### src/logic/pasc_map.svh
`ifndef PASC_MAP_SVH
`define PASC_MAP_SVH

// ********************************************************************
// register offsets (extended configuration space, byte addresses)
// ********************************************************************
`define PASC_SEV_OFFSET        12'h10C
`define PASC_FLAG_OFFSET       12'h110

// ********************************************************************
// severity register layout
// ********************************************************************
`define PASC_SEV_RESET         32'h0006_2011
`define PASC_SEV_RW_MASK       32'h001F_F010
`define PASC_SEV_ONES_MASK     32'h0000_0021
`define PASC_BIT_UNSUPPORTED   20
`define PASC_BIT_E2E_CRC       19
`define PASC_BIT_MALFORMED     18
`define PASC_BIT_CREDIT        17
`define PASC_BIT_UNEXPECTED    16
`define PASC_BIT_ABORT         15
`define PASC_BIT_TIMEOUT       14
`define PASC_BIT_FLOW_CREDIT   13
`define PASC_BIT_POISONED      12
`define PASC_BIT_LINK_PROTO    4

// ********************************************************************
// correctable flag register layout
// ********************************************************************
`define PASC_FLAG_RESET        32'h0000_0000
`define PASC_FLAG_USED_MASK    32'h0000_31C1
`define PASC_FLAG_STICKY_MASK  32'h0000_11C1
`define PASC_BIT_ADVISORY      13
`define PASC_BIT_RETRY_TIMER   12
`define PASC_BIT_REPLAY_ROLL   8
`define PASC_BIT_CORRUPT_LINK  7
`define PASC_BIT_CORRUPT_TRANS 6
`define PASC_BIT_RX_CODING     0

`endif

### src/logic/pasc_pkg.sv
package pasc_pkg;

    typedef logic [31:0] pasc_word_type;
    typedef logic [11:0] pasc_addr_type;
    typedef logic [3:0]  pasc_be_type;

    typedef enum logic [1:0] {
        PASC_SEL_NONE,
        PASC_SEL_SEVERITY,
        PASC_SEL_FLAGS
    } pasc_sel_type;

endpackage

### src/logic/pasc_top.sv
// Summary of operation
// - a severity bit at one sends the matching error as a fatal message
// - a severity bit at zero sends the matching error as a nonfatal message
// - severity register at offset 10Ch, reset value 0006_2031h
// - severity bit 20, read/write, classes unsupported requests
// - bits 19, 18, 17: end-to-end CRC, malformed packet, credit overrun
// - bits 16 to 12: unexpected, abort, timeout, flow credit, poisoned
// - severity bit 4, read/write, classes link layer protocol errors
// - severity bits 31:21, 11:6, 3:1 read only zero
// - severity bits 5 and 0 read only one
// - marked fields survive every reset except the fundamental one
// - fundamental reset asserts while slot or global reset asserts
// - correctable flag register at offset 110h, resets to zero
// - a correctable flag clears when one is written to it (a set in the same cycle wins) or on fundamental reset
// - flag 13 sets on advisory nonfatal error; any reset clears it
// - flag 12 sets on retry timer expiry with unacknowledged packet
// - flag 8 sets on replay counter rollover
// - flag 7 sets on coding error during a link packet
// - flag 6 sets on coding error during a transaction packet
// - flag 0 sets on any coding error at all
// - flag bits 31:14, 11:9, 5:1 read only zero
`timescale 1ns/100ps
`include "pasc_map.svh"

module pasc_top
    import pasc_pkg::*;
(
    input  wire logic          SYS_CLK,
    input  wire logic          SYS_RST,
    input  wire logic          SLOT_RESET_N,
    input  wire logic          GLOBAL_RESET_N,
    input  pasc_addr_type      CFG_ADDR,
    input  pasc_be_type        CFG_BYTE_EN,
    input  wire logic          CFG_WR,
    input  wire logic          CFG_RD,
    input  pasc_word_type      CFG_WDATA,
    output pasc_word_type      CFG_RDATA,
    output logic               CFG_RD_DONE,
    input  pasc_word_type      UNC_ERR_EVENT,
    input  wire logic          ADVISORY_NONFATAL_EVT,
    input  wire logic          RETRY_TIMER_EXPIRED_EVT,
    input  wire logic          REPLAY_ROLLOVER_EVT,
    input  wire logic          CORRUPT_LINK_PACKET_EVT,
    input  wire logic          CORRUPT_TRANSACTION_PACKET_EVT,
    input  wire logic          RX_CODING_ERR_EVT,
    output logic               FATAL_MSG_REQ,
    output logic               NONFATAL_MSG_REQ,
    output logic               FUNDAMENTAL_RESET_N,
    output logic               UNSUPPORTED_REQUEST_CLASS,
    output logic               END_TO_END_CRC_CLASS,
    output logic               MALFORMED_PACKET_CLASS,
    output logic               CREDIT_OVERRUN_CLASS,
    output logic               UNEXPECTED_COMPLETION_CLASS,
    output logic               COMPLETER_ABORT_CLASS,
    output logic               COMPLETION_TIMEOUT_CLASS,
    output logic               FLOW_CREDIT_PROTOCOL_CLASS,
    output logic               POISONED_PACKET_CLASS,
    output logic               LINK_LAYER_PROTOCOL_CLASS,
    output pasc_word_type      CORRECTABLE_FLAGS
);

    localparam pasc_word_type SEV_RW_MASK = `PASC_SEV_RW_MASK;
    localparam pasc_addr_type SEV_ADDR    = `PASC_SEV_OFFSET;
    localparam pasc_addr_type FLAG_ADDR   = `PASC_FLAG_OFFSET;

    // ****************************************************************
    // decode helpers
    // ****************************************************************
    function automatic pasc_sel_type reg_select(input pasc_addr_type addr);
        pasc_sel_type sel;
        sel = PASC_SEL_NONE;
        if (addr[11:2] == SEV_ADDR[11:2])
        begin
            sel = PASC_SEL_SEVERITY;
        end
        else if (addr[11:2] == FLAG_ADDR[11:2])
        begin
            sel = PASC_SEL_FLAGS;
        end
        return sel;
    endfunction

    function automatic pasc_word_type lane_mask(input pasc_be_type be);
        pasc_word_type m;
        m = 32'h0000_0000;
        for (int b = 0; b < 4; b++)
        begin
            m[b*8 +: 8] = {8{be[b]}};
        end
        return m;
    endfunction

    // ****************************************************************
    // fundamental reset from the reset pins
    // ****************************************************************
    logic slot_meta_q;
    logic slot_sync_q;
    logic glob_meta_q;
    logic glob_sync_q;
    logic fundamental_reset_n_n_q;

    // no hot reset here: a hot reset must not raise the fundamental
    // reset, or the sticky fields would be lost with it
    always_ff @(posedge SYS_CLK)
    begin
        slot_meta_q <= SLOT_RESET_N;
        slot_sync_q <= slot_meta_q;
    end

    always_ff @(posedge SYS_CLK)
    begin
        glob_meta_q <= GLOBAL_RESET_N;
        glob_sync_q <= glob_meta_q;
    end

    // held low while either synchronised pin is low
    always_ff @(posedge SYS_CLK)
    begin
        fundamental_reset_n_n_q <= slot_sync_q & glob_sync_q;
    end

    assign FUNDAMENTAL_RESET_N = fundamental_reset_n_n_q;

    // ****************************************************************
    // configuration access decode
    // ****************************************************************
    pasc_sel_type  sel;
    pasc_word_type wr_mask;
    logic          sev_wr;
    logic          flag_wr;
    logic          cfg_live;

    // accesses during either reset are dropped
    assign cfg_live = !SYS_RST && fundamental_reset_n_n_q;
    assign sel      = reg_select(CFG_ADDR);
    assign wr_mask  = lane_mask(CFG_BYTE_EN);
    assign sev_wr   = CFG_WR && cfg_live && (sel == PASC_SEL_SEVERITY);
    assign flag_wr  = CFG_WR && cfg_live && (sel == PASC_SEL_FLAGS);

    // ****************************************************************
    // severity register
    // ****************************************************************
    pasc_word_type sev_value;

    pasc_sev_reg u_sev
    (
        .clk     (SYS_CLK),
        .fundamental_reset_n_n  (fundamental_reset_n_n_q),
        .wr_en   (sev_wr),
        .wr_mask (wr_mask),
        .wr_data (CFG_WDATA),
        .value   (sev_value)
    );

    assign UNSUPPORTED_REQUEST_CLASS   = sev_value[`PASC_BIT_UNSUPPORTED];
    assign END_TO_END_CRC_CLASS        = sev_value[`PASC_BIT_E2E_CRC];
    assign MALFORMED_PACKET_CLASS      = sev_value[`PASC_BIT_MALFORMED];
    assign CREDIT_OVERRUN_CLASS        = sev_value[`PASC_BIT_CREDIT];
    assign UNEXPECTED_COMPLETION_CLASS = sev_value[`PASC_BIT_UNEXPECTED];
    assign COMPLETER_ABORT_CLASS       = sev_value[`PASC_BIT_ABORT];
    assign COMPLETION_TIMEOUT_CLASS    = sev_value[`PASC_BIT_TIMEOUT];
    assign FLOW_CREDIT_PROTOCOL_CLASS  = sev_value[`PASC_BIT_FLOW_CREDIT];
    assign POISONED_PACKET_CLASS       = sev_value[`PASC_BIT_POISONED];
    assign LINK_LAYER_PROTOCOL_CLASS   = sev_value[`PASC_BIT_LINK_PROTO];

    // ****************************************************************
    // error message classification
    // ****************************************************************
    pasc_word_type unc_valid;

    assign unc_valid = UNC_ERR_EVENT & SEV_RW_MASK;

    always_ff @(posedge SYS_CLK)
    begin
        if (SYS_RST || !fundamental_reset_n_n_q)
        begin
            FATAL_MSG_REQ <= 1'b0;
        end
        else
        begin
            FATAL_MSG_REQ <= |(unc_valid & sev_value);
        end
    end

    always_ff @(posedge SYS_CLK)
    begin
        if (SYS_RST || !fundamental_reset_n_n_q)
        begin
            NONFATAL_MSG_REQ <= 1'b0;
        end
        else
        begin
            NONFATAL_MSG_REQ <= |(unc_valid & ~sev_value);
        end
    end

    // ****************************************************************
    // correctable flag events and clears
    // ****************************************************************
    pasc_word_type flag_set;
    pasc_word_type flag_clr;
    pasc_word_type flag_value;
    logic          any_coding_err;

    assign any_coding_err = RX_CODING_ERR_EVT
                          | CORRUPT_LINK_PACKET_EVT
                          | CORRUPT_TRANSACTION_PACKET_EVT;

    always_comb
    begin
        flag_set                            = 32'h0000_0000;
        flag_set[`PASC_BIT_ADVISORY]        = ADVISORY_NONFATAL_EVT;
        flag_set[`PASC_BIT_RETRY_TIMER]     = RETRY_TIMER_EXPIRED_EVT;
        flag_set[`PASC_BIT_REPLAY_ROLL]     = REPLAY_ROLLOVER_EVT;
        flag_set[`PASC_BIT_CORRUPT_LINK]    = CORRUPT_LINK_PACKET_EVT;
        flag_set[`PASC_BIT_CORRUPT_TRANS]   = CORRUPT_TRANSACTION_PACKET_EVT;
        flag_set[`PASC_BIT_RX_CODING]       = any_coding_err;
    end

    // write-one-to-clear within enabled byte lanes
    assign flag_clr = flag_wr ? (CFG_WDATA & wr_mask) : 32'h0000_0000;

    pasc_flag_reg u_flags
    (
        .clk     (SYS_CLK),
        .rst     (SYS_RST),
        .fundamental_reset_n_n  (fundamental_reset_n_n_q),
        .set_vec (flag_set),
        .clr_vec (flag_clr),
        .value   (flag_value)
    );

    assign CORRECTABLE_FLAGS = flag_value;

    // ****************************************************************
    // read path, one cycle, no side effects
    // ****************************************************************
    always_ff @(posedge SYS_CLK)
    begin
        if (SYS_RST || !fundamental_reset_n_n_q)
        begin
            CFG_RD_DONE <= 1'b0;
        end
        else
        begin
            CFG_RD_DONE <= CFG_RD;
        end
    end

    always_ff @(posedge SYS_CLK)
    begin
        if (SYS_RST || !fundamental_reset_n_n_q)
        begin
            CFG_RDATA <= 32'h0000_0000;
        end
        else if (CFG_RD)
        begin
            unique case (sel)
                PASC_SEL_SEVERITY : CFG_RDATA <= sev_value;
                PASC_SEL_FLAGS    : CFG_RDATA <= flag_value;
                PASC_SEL_NONE     : CFG_RDATA <= 32'h0000_0000;
            endcase
        end
    end

endmodule

### src/logic/pasc_sev_reg.sv
`timescale 1ns/100ps
`include "pasc_map.svh"

module pasc_sev_reg
    import pasc_pkg::*;
(
    input  wire logic          clk,
    input  wire logic          fundamental_reset_n_n,
    input  wire logic          wr_en,
    input  pasc_word_type      wr_mask,
    input  pasc_word_type      wr_data,
    output pasc_word_type      value
);

    localparam pasc_word_type RW_MASK   = `PASC_SEV_RW_MASK;
    localparam pasc_word_type ONES_MASK = `PASC_SEV_ONES_MASK;
    localparam pasc_word_type RESET_VAL = `PASC_SEV_RESET;

    pasc_word_type sev_q;

    // ****************************************************************
    // storage: only the fundamental reset returns defaults
    // ****************************************************************
    always_ff @(posedge clk)
    begin
        if (!fundamental_reset_n_n)
        begin
            sev_q <= RESET_VAL & RW_MASK;
        end
        else if (wr_en)
        begin
            sev_q <= (sev_q & ~(wr_mask & RW_MASK))
                   | (wr_data & wr_mask & RW_MASK);
        end
    end

    // reserved bits: zeros except the fixed ones
    assign value = (sev_q & RW_MASK) | ONES_MASK;

endmodule

### src/logic/pasc_flag_reg.sv
`timescale 1ns/100ps
`include "pasc_map.svh"

module pasc_flag_reg
    import pasc_pkg::*;
(
    input  wire logic          clk,
    input  wire logic          rst,
    input  wire logic          fundamental_reset_n_n,
    input  pasc_word_type      set_vec,
    input  pasc_word_type      clr_vec,
    output pasc_word_type      value
);

    localparam pasc_word_type USED_MASK   = `PASC_FLAG_USED_MASK;
    localparam pasc_word_type STICKY_MASK = `PASC_FLAG_STICKY_MASK;
    localparam pasc_word_type RESET_VAL   = `PASC_FLAG_RESET;

    // ****************************************************************
    // one flag per implemented bit
    // ****************************************************************
    genvar i;
    generate
        for (i = 0; i < 32; i++)
        begin : g_bit
            if (USED_MASK[i])
            begin : g_used
                logic flag_q;
                always_ff @(posedge clk)
                begin
                    if (!fundamental_reset_n_n)
                    begin
                        flag_q <= RESET_VAL[i];
                    end
                    else if (rst && !STICKY_MASK[i])
                    begin
                        flag_q <= RESET_VAL[i];
                    end
                    else if (set_vec[i])
                    begin
                        flag_q <= 1'b1;
                    end
                    else if (clr_vec[i])
                    begin
                        flag_q <= 1'b0;
                    end
                end
                assign value[i] = flag_q;
            end
            else
            begin : g_rsvd
                assign value[i] = 1'b0;
            end
        end
    endgenerate

endmodule

### config.mk
export PLATFORM = sky130hd
export DESIGN_NAME = pasc_top
export DESIGN_NICKNAME = d
export VERILOG_FILES = /design/src/logic/pasc_pkg.sv /design/src/logic/pasc_top.sv /design/src/logic/pasc_sev_reg.sv /design/src/logic/pasc_flag_reg.sv
export VERILOG_INCLUDE_DIRS = /design/src /design/src/logic
export SDC_FILE = /design/constraint.sdc
export NUM_CORES = 1
export LEC_CHECK = 0
export BUFFER_PORTS_ARGS = -buffer_cell sky130_fd_sc_hd__buf_2
export CAP_MARGIN = 20
export CORE_MARGIN = 2
export CORE_UTILIZATION = 39
export DETAILED_ROUTE_END_ITERATION = 8
export GPL_TIMING_DRIVEN = 1
export PLACE_DENSITY = 0.91
export SYNTH_ARGS = -nofsm -noshare
export SYNTH_HDL_FRONTEND = slang
export SYNTH_SLANG_ARGS = --single-unit
### constraint.sdc
create_clock -name SYS_CLK -period 1.7 [get_ports SYS_CLK]
set_input_delay 0.085 -clock SYS_CLK [delete_from_list [all_inputs] [get_ports SYS_CLK]]
set_output_delay 0.085 -clock SYS_CLK [all_outputs]
set_load 0.02 [all_outputs]
==> results of run 1 <==
==> per-layer routing <==
layer,global-route usage [%],part of all wire (%),up-vias
met5,0,0,-
met3,4.15,7.5,9
met4,6.18,2.0,0
met1,20.7,43,826
li1,-,-,873
met2,30.4,48,100
==> repair_timing <==
action,4_1_cts,5_1_grt
hold buffers,8,0
endpoints found under the hold margin,8,0
resized for setup,0,0
buffers inserted,0,0
==> through the flow <==
| stage | std cells | utilization [%] | hold WS [ns] | setup slack, ns |
|---|---|---|---|---|
| final | 387 | 50.1 | 0.0332 | 0.159 |
| after floorplan | 263 | - | 0.113 | 0.236 |
| after global placement | 371 | 46.4 | 0.187 | 0.0944 |
| after global routing | 387 | 50.1 | 0.0372 | 0.0185 |
| after CTS | 387 | 50.1 | 0.0280 | 0.113 |
| after detailed placement | 371 | 46.4 | 0.193 | 0.0905 |
==> synthesized netlist by cell type (2+ instances only) <==
| cell type | number | share of area [%] |
|---|---|---|
| inv_1 | 17 | 3.1 |
| nand3b_1 | 2 | 0.73 |
| dfxtp_1 | 39 | 38 |
| nand2_1 | 18 | 3.3 |
| buf_2 | 2 | 0.49 |
| mux2i_1 | 10 | 4.9 |
| o22ai_1 | 3 | 0.91 |
| nor2b_1 | 9 | 2.7 |
| nor3b_1 | 2 | 0.73 |
| a21oi_1 | 3 | 0.73 |
| nand4b_1 | 3 | 1.3 |
| buf_6 | 3 | 1.6 |
| nor4_4 | 2 | 2.1 |
| nor2_1 | 2 | 0.37 |
| a31oi_1 | 7 | 2.1 |
| o21ai_0 | 5 | 1.2 |
| o221ai_1 | 2 | 0.85 |
| buf_4 | 49 | 18 |
| nor4b_1 | 2 | 0.85 |
| and2b_1 | 2 | 0.73 |
| a22o_1 | 10 | 4.3 |
| a221oi_1 | 2 | 0.85 |
| nand4_1 | 5 | 1.5 |
| nor4_1 | 3 | 0.91 |
==> how the worst min path moves through the flow <==
| stage | start | end | cells after the start |
|---|---|---|---|
| final | CFG_WDATA[16] | flop | 3 |
| after global routing | CFG_WDATA[14] | flop | 3 |
| after CTS | CFG_WDATA[16] | flop | 3 |
| after detailed placement | SLOT_RESET_N | slot_meta_q | 1 |
| after global placement | SLOT_RESET_N | slot_meta_q | 1 |
| after floorplan | GLOBAL_RESET_N | glob_meta_q | 0 |
==> tightest hold or removal path, stage by stage <==
cell	delay, ns
buf_2	0.10
nand2_1	0.05
mux2i_1	0.05
==> logic make-up after synthesis <==
logic type             synth area share [%]
other                                 0.182
DFF                                    38.0
and+or+nand+nor                        19.3
buffers and inverters                  24.0
AOI/OAI and AO/OA                      13.6
muxes                                  4.87
==> final cells by class <==
cell class | count | area (um^2) | share of cell area, %
clock buffer | 5 | 68.8 | 2.69
sequential | 39 | 781 | 30.5
clock inverter | 3 | 43.8 | 1.71
tap | 70 | 87.6 | 3.42
timing repair buffer | 102 | 578 | 22.6
inverter | 17 | 63.8 | 2.49
multi-input combinational | 151 | 938 | 36.6
==> power breakdown <==
| part | switching, mW | internal (mW) |
|---|---|---|
| Clock | 0.330 | 0.437 |
| Sequential | 0.00955 | 0.928 |
| Combinational | 0.176 | 0.0933 |
==> flow_metrics.env, run 1 <==
export IMPL_syn_inst=221
export IMPL_cts_tree="built"
export IMPL_leakage_nw=1.25
export IMPL_drtIter0Drc=54
export IMPL_path_cells="nor2b_1 > and4_1 > a22o_1"
export IMPL_syn2layout_area_growth_pct=24.6
export IMPL_rrSetupSlack_ns=0.16
export IMPL_gp_congestion=0.771
export IMPL_endpoint_kind="flop"
export IMPL_clock_latency_ns=0.29
export IMPL_num_fill_cells=479
export IMPL_start_util_pct=40.2
export IMPL_fin_crit_sh_pct=90.6
export IMPL_synth_main_ff_cell="dfxtp_1"
export IMPL_yosys_cell_types_count=43
export IMPL_cts_sinks=39
export IMPL_drt_wl_total_um=4980
export IMPL_cts_root_buf="clkbuf_8"
export IMPL_antenna_found_initial=0
export IMPL_drv_cap=0
export IMPL_crit_path_end="CFG_RDATA[20]"
export IMPL_grtUsageTotal_pct=17.4
export IMPL_num_vias=1808
export IMPL_drc=0
export IMPL_critPathMaxFanout=9
export IMPL_start_kind="flop"
export IMPL_setup_viol=0
export IMPL_grt_max_degree=15
export IMPL_ctsHtreeMaxLevel=2
export IMPL_fin_nets=408
export IMPL_timing_rr_start="FUNDAMENTAL_RESET_N"
export IMPL_antenna_left=0
export IMPL_ys_seq_elements=39
export IMPL_syn_area_um2=2060
export IMPL_fin_area_um2=2560
export IMPL_cp_data_required_time_ns=1.93
export IMPL_startpoint="FUNDAMENTAL_RESET_N"
export IMPL_path_buf_inv=0
export IMPL_die_w_um=76.6
export IMPL_cpPeakStageDelay_ns=0.51
export IMPL_wl_per_cell_um=12.9
export IMPL_rsz0062_at_grt="no"
export IMPL_final_layout_size_suffix_gt1_share_pct=33.8
export IMPL_final_cell_mix="83 x buf_2, 43 x conb_1, 39 x dfxtp_1, 18 x nand2_1, 17 x inv_1"
export IMPL_skew_ns=0.00675
export IMPL_numCtsBuffers=5
export IMPL_cts_clk_slew_worst_paths_ns=0.08
export IMPL_first_pass_iters=4
export IMPL_min_path_type="in -> reg"
export IMPL_fmax_mhz=649
export IMPL_grt_pass1_vias=1637
export IMPL_dieArea_um2=5870
export IMPL_power_density_nw_per_um2=771
export IMPL_io_buffer_count=83
export IMPL_post_dp_cell_area_um2=2370
export IMPL_tightest_slew_ns=0.530
export IMPL_cts_buffer_depth=2
export IMPL_fp_row_count=26
export IMPL_crit_slowest_cell="dfxtp_1"
export IMPL_slew_headroom_pct=64.6
export IMPL_crit_family="simple AND/OR/NAND/NOR gates"
export IMPL_dieHeight_um=76.6
export IMPL_grt_pass1_wl_um=8080
export IMPL_r2r_end="CFG_RDATA[20]"
export IMPL_antenna_cells=0
export IMPL_hold_viol=0
export IMPL_status="finished, final reports clean"
export IMPL_grt_overflow_total=0
export IMPL_worstSetupPathType="reg -> reg"
export IMPL_ios=170
export IMPL_power_mw=1.97
export IMPL_max_vdd_ir_drop_mv=0.377
export IMPL_ys_seq_area_share_pct=38.0
export IMPL_maxSlewViolCount=0
export IMPL_yosys_warnings=0
export IMPL_worst_endpoint_arrival_ns=1.77
export IMPL_period_minus_slack_ns=1.54
export IMPL_reg2reg_depth=3
export IMPL_path_depth=3
export IMPL_synthArstFlopShare_pct=0
export IMPL_final_common_cell="buf_2"
export IMPL_routed_via_density=4.67
export IMPL_core_region_area_um2=5110
export IMPL_synth_area_per_cell_um2=9.30
export IMPL_place_hpwl_um=3860
export IMPL_fin_tns_setup_ns=0
export IMPL_synth_edff_count=0
Power figures use the tool's default switching activity.
==> run 2, diff against run 1 <==
--- a/config.mk
+++ b/config.mk
@@ -8,6 +8,7 @@
 export LEC_CHECK = 0
 export BUFFER_PORTS_ARGS = -buffer_cell sky130_fd_sc_hd__buf_2
 export CAP_MARGIN = 20
+export CORE_ASPECT_RATIO = 0.9
 export CORE_MARGIN = 2
 export CORE_UTILIZATION = 39
 export DETAILED_ROUTE_END_ITERATION = 8
==> run 2 against run 1 <==
Compared with the run above:
- final cell count down 1.0%
- via count is 1.2% lower
- design area down 0.64%
- power is 2.2% lower
- sequential share of layout area grew 0.19 points
- combinational power about the same
- critical path depth is 2 higher
- critical endpoint is now CFG_RDATA[13]
==> flow_metrics.env, run 2 (same netlist as run 1, synthesis figures left out) <==
export IMPL_status="finished, final reports clean"
export IMPL_critPathMaxFanout=12
export IMPL_pwr_share_seq_pct=48.7
export IMPL_fin_crit_sh_pct=82.4
export IMPL_post_dp_cell_area_um2=2370
export IMPL_syn2layout_area_growth_pct=23.8
export IMPL_cp_data_required_time_ns=1.90
export IMPL_cts_clk_slew_worst_paths_ns=0.07
export IMPL_worst_endpoint_arrival_ns=1.60
export IMPL_dp_cells=369
export IMPL_cts_sinks=39
export IMPL_drc=0
export IMPL_dieArea_um2=5870
export IMPL_netSwitchingFraction_pct=24.8
export IMPL_ios=170
export IMPL_cts_resized=0
export IMPL_crit_top_cell="buf_4"
export IMPL_cts_root_buf="clkbuf_8"
export IMPL_num_vias=1787
export IMPL_dieHeight_um=72.9
export IMPL_finalNonFillerCells=383
export IMPL_antenna_found_initial=0
export IMPL_max_vdd_ir_drop_mv=0.359
export IMPL_fin_tns_setup_ns=0
export IMPL_min_path_type="in -> reg"
export IMPL_rsz0062_at_grt="no"
export IMPL_antenna_cells=0
export IMPL_period_minus_slack_ns=1.40
export IMPL_endpoint_kind="flop"
export IMPL_final_layout_size_suffix_gt1_share_pct=33.5
export IMPL_worstSetupPathType="reg -> reg"
export IMPL_numCtsBuffers=5
export IMPL_hold_viol=0
export IMPL_start_kind="flop"
export IMPL_fin_area_um2=2540
export IMPL_core_region_area_um2=5160
export IMPL_maxSlewViolCount=0
export IMPL_start_util_pct=39.8
export IMPL_cts_buffer_depth=2
export IMPL_drt_wl_total_um=5020
export IMPL_setup_viol=0
export IMPL_ctsHtreeMaxLevel=2
export IMPL_p_comb_share_pct=14.0
export IMPL_grtUsageTotal_pct=17.2
export IMPL_antenna_left=0
export IMPL_cts_tree="built"
export IMPL_switchingPower_mw=0.479
export IMPL_leakage_nw=1.25
export IMPL_path_buf_inv=2
export IMPL_grt_pass1_wl_um=7660
export IMPL_die_w_um=80.5
export IMPL_multi_input_area_um2=938
export IMPL_pwr_share_clk_pct=37.4
export IMPL_skew_ns=0.00386
export IMPL_grt_pass1_vias=1612
export IMPL_grt_max_degree=13
export IMPL_place_hpwl_um=3980
export IMPL_power_internal_mw=1.45
export IMPL_crit_family="flip-flops"
export IMPL_clock_latency_ns=0.28
export IMPL_power_density_nw_per_um2=758
export IMPL_grt_overflow_total=0
export IMPL_crit_slowest_cell="dfxtp_1"
export IMPL_cpPeakStageDelay_ns=0.52
export IMPL_fp_row_count=25
export IMPL_first_pass_iters=4
export IMPL_final_common_cell="buf_2"
export IMPL_fin_nets=408
export IMPL_seqCellArea_um2=781
export IMPL_whs_ns=0.0218
export IMPL_drv_cap=0
export IMPL_num_fill_cells=508
export IMPL_routed_via_density=4.67
export IMPL_io_buffer_count=83
export IMPL_final_cell_mix="83 x buf_2, 43 x conb_1, 39 x dfxtp_1, 18 x nand2_1, 17 x inv_1"
export IMPL_wl_per_cell_um=13.1
export IMPL_gp_congestion=0.761
export IMPL_path_cells="buf_4 > nor3b_1 > buf_4 > nand2_1 > o221ai_1"
export IMPL_fmax_mhz=714
export IMPL_drtIter0Drc=94
[run 2: metal layers]
metal	vias up	routed length, um	track usage [%]
li1	871	-	-
met1	820	2090	21.1
met2	90	2470	29.9
met3	6	413	4.83
met4	0	40	3.95
met5	-	0	0
[run 2: path summary, 6_finish.rpt]
check | slack (ns) | startpoint | to | cells past startpoint
worst max-delay path | 0.30 | FUNDAMENTAL_RESET_N | CFG_RDATA[13] | 5
worst min-delay path | 0.02 | CFG_WDATA[12] | u_flags.g_bit[12].g_used.flag_q | 2
worst max register to register | 0.30 | FUNDAMENTAL_RESET_N | CFG_RDATA[13] | 5
worst min register to register | 0.33 | slot_meta_q | slot_sync_q | 0
[run 2: area by class of cell]
cell class	instances	share of cell area (%)
clock buffer	6	2.85
timing repair buffer	102	22.6
inverter	17	2.51
sequential	39	30.7
tap	67	3.29
multi-input combinational	151	36.9
clock inverter	1	1.18
[run 2: power by group through the flow]
| stage | Combinational, mW | Clock (mW) | Sequential, mW |
|---|---|---|---|
| floorplan | 0.245 | 0 | 0.961 |
| global placement | 0.248 | 0 | 0.960 |
| detailed placement | 0.254 | 0 | 0.960 |
| CTS | 0.265 | 0.742 | 0.939 |
| global route | 0.294 | 0.790 | 0.941 |
| finish | 0.270 | 0.721 | 0.939 |
[run 2: stage by stage]
step | power (mW) | setup slack (ns) | util, %
after floorplan | 1.21 | 0.236 | -
after global placement | 1.21 | 0.187 | 46.0
after detailed placement | 1.21 | 0.135 | 46.0
after CTS | 1.95 | 0.280 | 49.1
after global routing | 2.02 | 0.140 | 49.3
final | 1.93 | 0.299 | 49.3
[run 2: timing repair]
| item | CTS | global route |
|---|---|---|
| hold buffers | 6 | 1 |
| setup buffers | 0 | 0 |
| endpoints found under the hold margin | 6 | 1 |
==> run 3, diff against run 2 <==
==> constraint.sdc (replaced) <==
create_clock -name SYS_CLK -period 1.43 [get_ports SYS_CLK]
set_input_delay 0.0715 -clock SYS_CLK [delete_from_list [all_inputs] [get_ports SYS_CLK]]
set_output_delay 0.0715 -clock SYS_CLK [all_outputs]
set_load 0.02 [all_outputs]
==> run 3 against run 2 <==
Compared with the run above:
- core utilization increased by 0.19 points
- sequential share of layout area is 0.071 points lower
- maximum frequency grew 6.4%
- worst setup slack got worse by 0.19 ns
- routed wire length up 0.18%
- largest power group unchanged
==> flow_metrics.env, run 3 (same netlist as run 1, synthesis figures left out) <==
export IMPL_critPathMaxFanout=5
export IMPL_leakage_nw=1.24
export IMPL_power_internal_mw=1.56
export IMPL_pwr_share_seq_pct=50.6
export IMPL_wl_per_cell_um=13.0
export IMPL_crit_slowest_cell="dfxtp_1"
export IMPL_netSwitchingFraction_pct=29.1
export IMPL_maxSlewViolCount=0
export IMPL_place_hpwl_um=3890
export IMPL_fin_area_um2=2550
export IMPL_grt_pass1_wl_um=7470
export IMPL_numCtsBuffers=5
export IMPL_cts_clk_slew_worst_paths_ns=0.08
export IMPL_syn2layout_area_growth_pct=24.3
export IMPL_worstSetupPathType="reg -> reg"
export IMPL_switchingPower_mw=0.642
export IMPL_final_layout_size_suffix_gt1_share_pct=34.8
export IMPL_drtIter0Drc=96
export IMPL_min_path_type="in -> reg"
export IMPL_grt_pass1_vias=1631
export IMPL_grt_max_degree=23
export IMPL_fin_nets=410
export IMPL_hold_viol=0
export IMPL_cpPeakStageDelay_ns=0.42
export IMPL_core_region_area_um2=5160
export IMPL_drc=0
export IMPL_cts_tree="built"
export IMPL_fp_row_count=25
export IMPL_cts_sinks=39
export IMPL_dieArea_um2=5870
export IMPL_die_w_um=80.5
export IMPL_post_cts_buffers=0
export IMPL_max_vdd_ir_drop_mv=0.616
export IMPL_cts_buffer_depth=2
export IMPL_num_vias=1844
export IMPL_clock_latency_ns=0.29
export IMPL_status="finished, final reports clean"
export IMPL_skew_ns=0.00428
export IMPL_power_density_nw_per_um2=864
export IMPL_p_comb_share_pct=14.6
export IMPL_routed_via_density=4.78
export IMPL_rrSetupSlack_ns=0.11
export IMPL_cp_data_required_time_ns=1.61
export IMPL_io_buffer_count=83
export IMPL_antenna_cells=0
export IMPL_fin_crit_sh_pct=92.1
export IMPL_final_common_cell="buf_2"
export IMPL_pwr_share_clk_pct=34.9
export IMPL_cts_root_buf="clkbuf_8"
export IMPL_drt_wl_total_um=5030
export IMPL_worst_endpoint_arrival_ns=1.50
export IMPL_rsz0062_at_grt="no"
export IMPL_grt_overflow_total=0
export IMPL_grtUsageTotal_pct=16.6
export IMPL_dieHeight_um=72.9
export IMPL_antenna_left=0
export IMPL_start_kind="flop"
export IMPL_gp_congestion=0.904
export IMPL_start_util_pct=39.8
export IMPL_endpoint_kind="flop"
export IMPL_first_pass_iters=4
export IMPL_final_cell_mix="83 x buf_2, 43 x conb_1, 38 x dfxtp_1, 18 x nand2_1, 17 x inv_1"
export IMPL_post_dp_cell_area_um2=2380
export IMPL_period_minus_slack_ns=1.32
export IMPL_post_place_ws_ns=-0.0977
export IMPL_antenna_found_initial=0
export IMPL_setup_viol=0
export IMPL_ctsHtreeMaxLevel=2
export IMPL_path_cells="nor2b_1 > a2111o_1 > o41a_1"
export IMPL_fin_ws_ns=0.113
export IMPL_fmax_mhz=760
export IMPL_ios=170
export IMPL_drv_cap=0
export IMPL_fin_tns_setup_ns=0
## run 3: cell types whose count changed in the layout (fill, tap and decap cells not counted), sizes merged
| cell | previous run | this run |
|---|---|---|
| dlygate4sd3 | 7 | 8 |
| clkinvlp | 0 | 2 |
| buf | 95 | 96 |
| inv | 17 | 18 |
| clkbuf | 6 | 5 |
| bufinv | 1 | 0 |
## run 3: path summary, 6_finish.rpt
path | to | cells past startpoint | from
worst max-delay path | NONFATAL_MSG_REQ | 3 | flop
worst min-delay path | flop | 3 | CFG_WDATA[19]
worst max register to register | NONFATAL_MSG_REQ | 3 | flop
worst min register to register | glob_sync_q | 0 | glob_meta_q
## run 3: power by group through the flow
| stage | clock network [mW] | registers (mW) | logic (mW) |
|---|---|---|---|
| finish | 0.769 | 1.12 | 0.322 |
| global route | 0.832 | 1.12 | 0.351 |
| CTS | 0.791 | 1.12 | 0.317 |
| detailed placement | 0 | 1.14 | 0.301 |
| global placement | 0 | 1.14 | 0.293 |
| floorplan | 0 | 1.14 | 0.291 |
## run 3: cell type report
cell class              count  area, um^2
clock buffers               5        68.8
fillers                   509        2610
inverters                  17        63.8
flip-flops and latches     39         782
repair buffers            104         593
clock inverters             3        23.8
well taps                  67        83.8
multi-input cells         151         940
## run 3: routing by layer
| layer | up-vias | global-route usage [%] | part of all wire, % |
|---|---|---|---|
| met5 | - | 0 | 0 |
| met4 | 0 | 5.08 | 1.2 |
| met3 | 9 | 5.07 | 9.6 |
| met2 | 99 | 28.3 | 47 |
| met1 | 859 | 20.2 | 42 |
| li1 | 877 | - | - |
## run 3: repair_timing
| item | 4_1_cts | 5_1_grt |
|---|---|---|
| setup endpoints to repair | 0 | 8 |
| hold endpoints to repair | 8 | 0 |
| gates resized for setup | 0 | 1 |
| hold buffers | 8 | 0 |
## run 3: critical path: cells and delay by family, from the launching register on
| kind | cells | cell delay [ns] |
|---|---|---|
| AOI/OAI and AO/OA | 2 | 0.72 |
| DFF | 1 | 0.42 |
| and+or+nand+nor | 1 | 0.08 |
## run 3: metrics by stage
step	power, mW	hold slack (ns)	util (%)	std cells
final	2.21	0.0193	49.5	386
after CTS	2.22	0.00945	49.5	386
after floorplan	1.43	0.0992	-	263
after global placement	1.43	0.173	46.1	370
after detailed placement	1.44	0.175	46.1	370
after global routing	2.30	0.0128	49.5	386
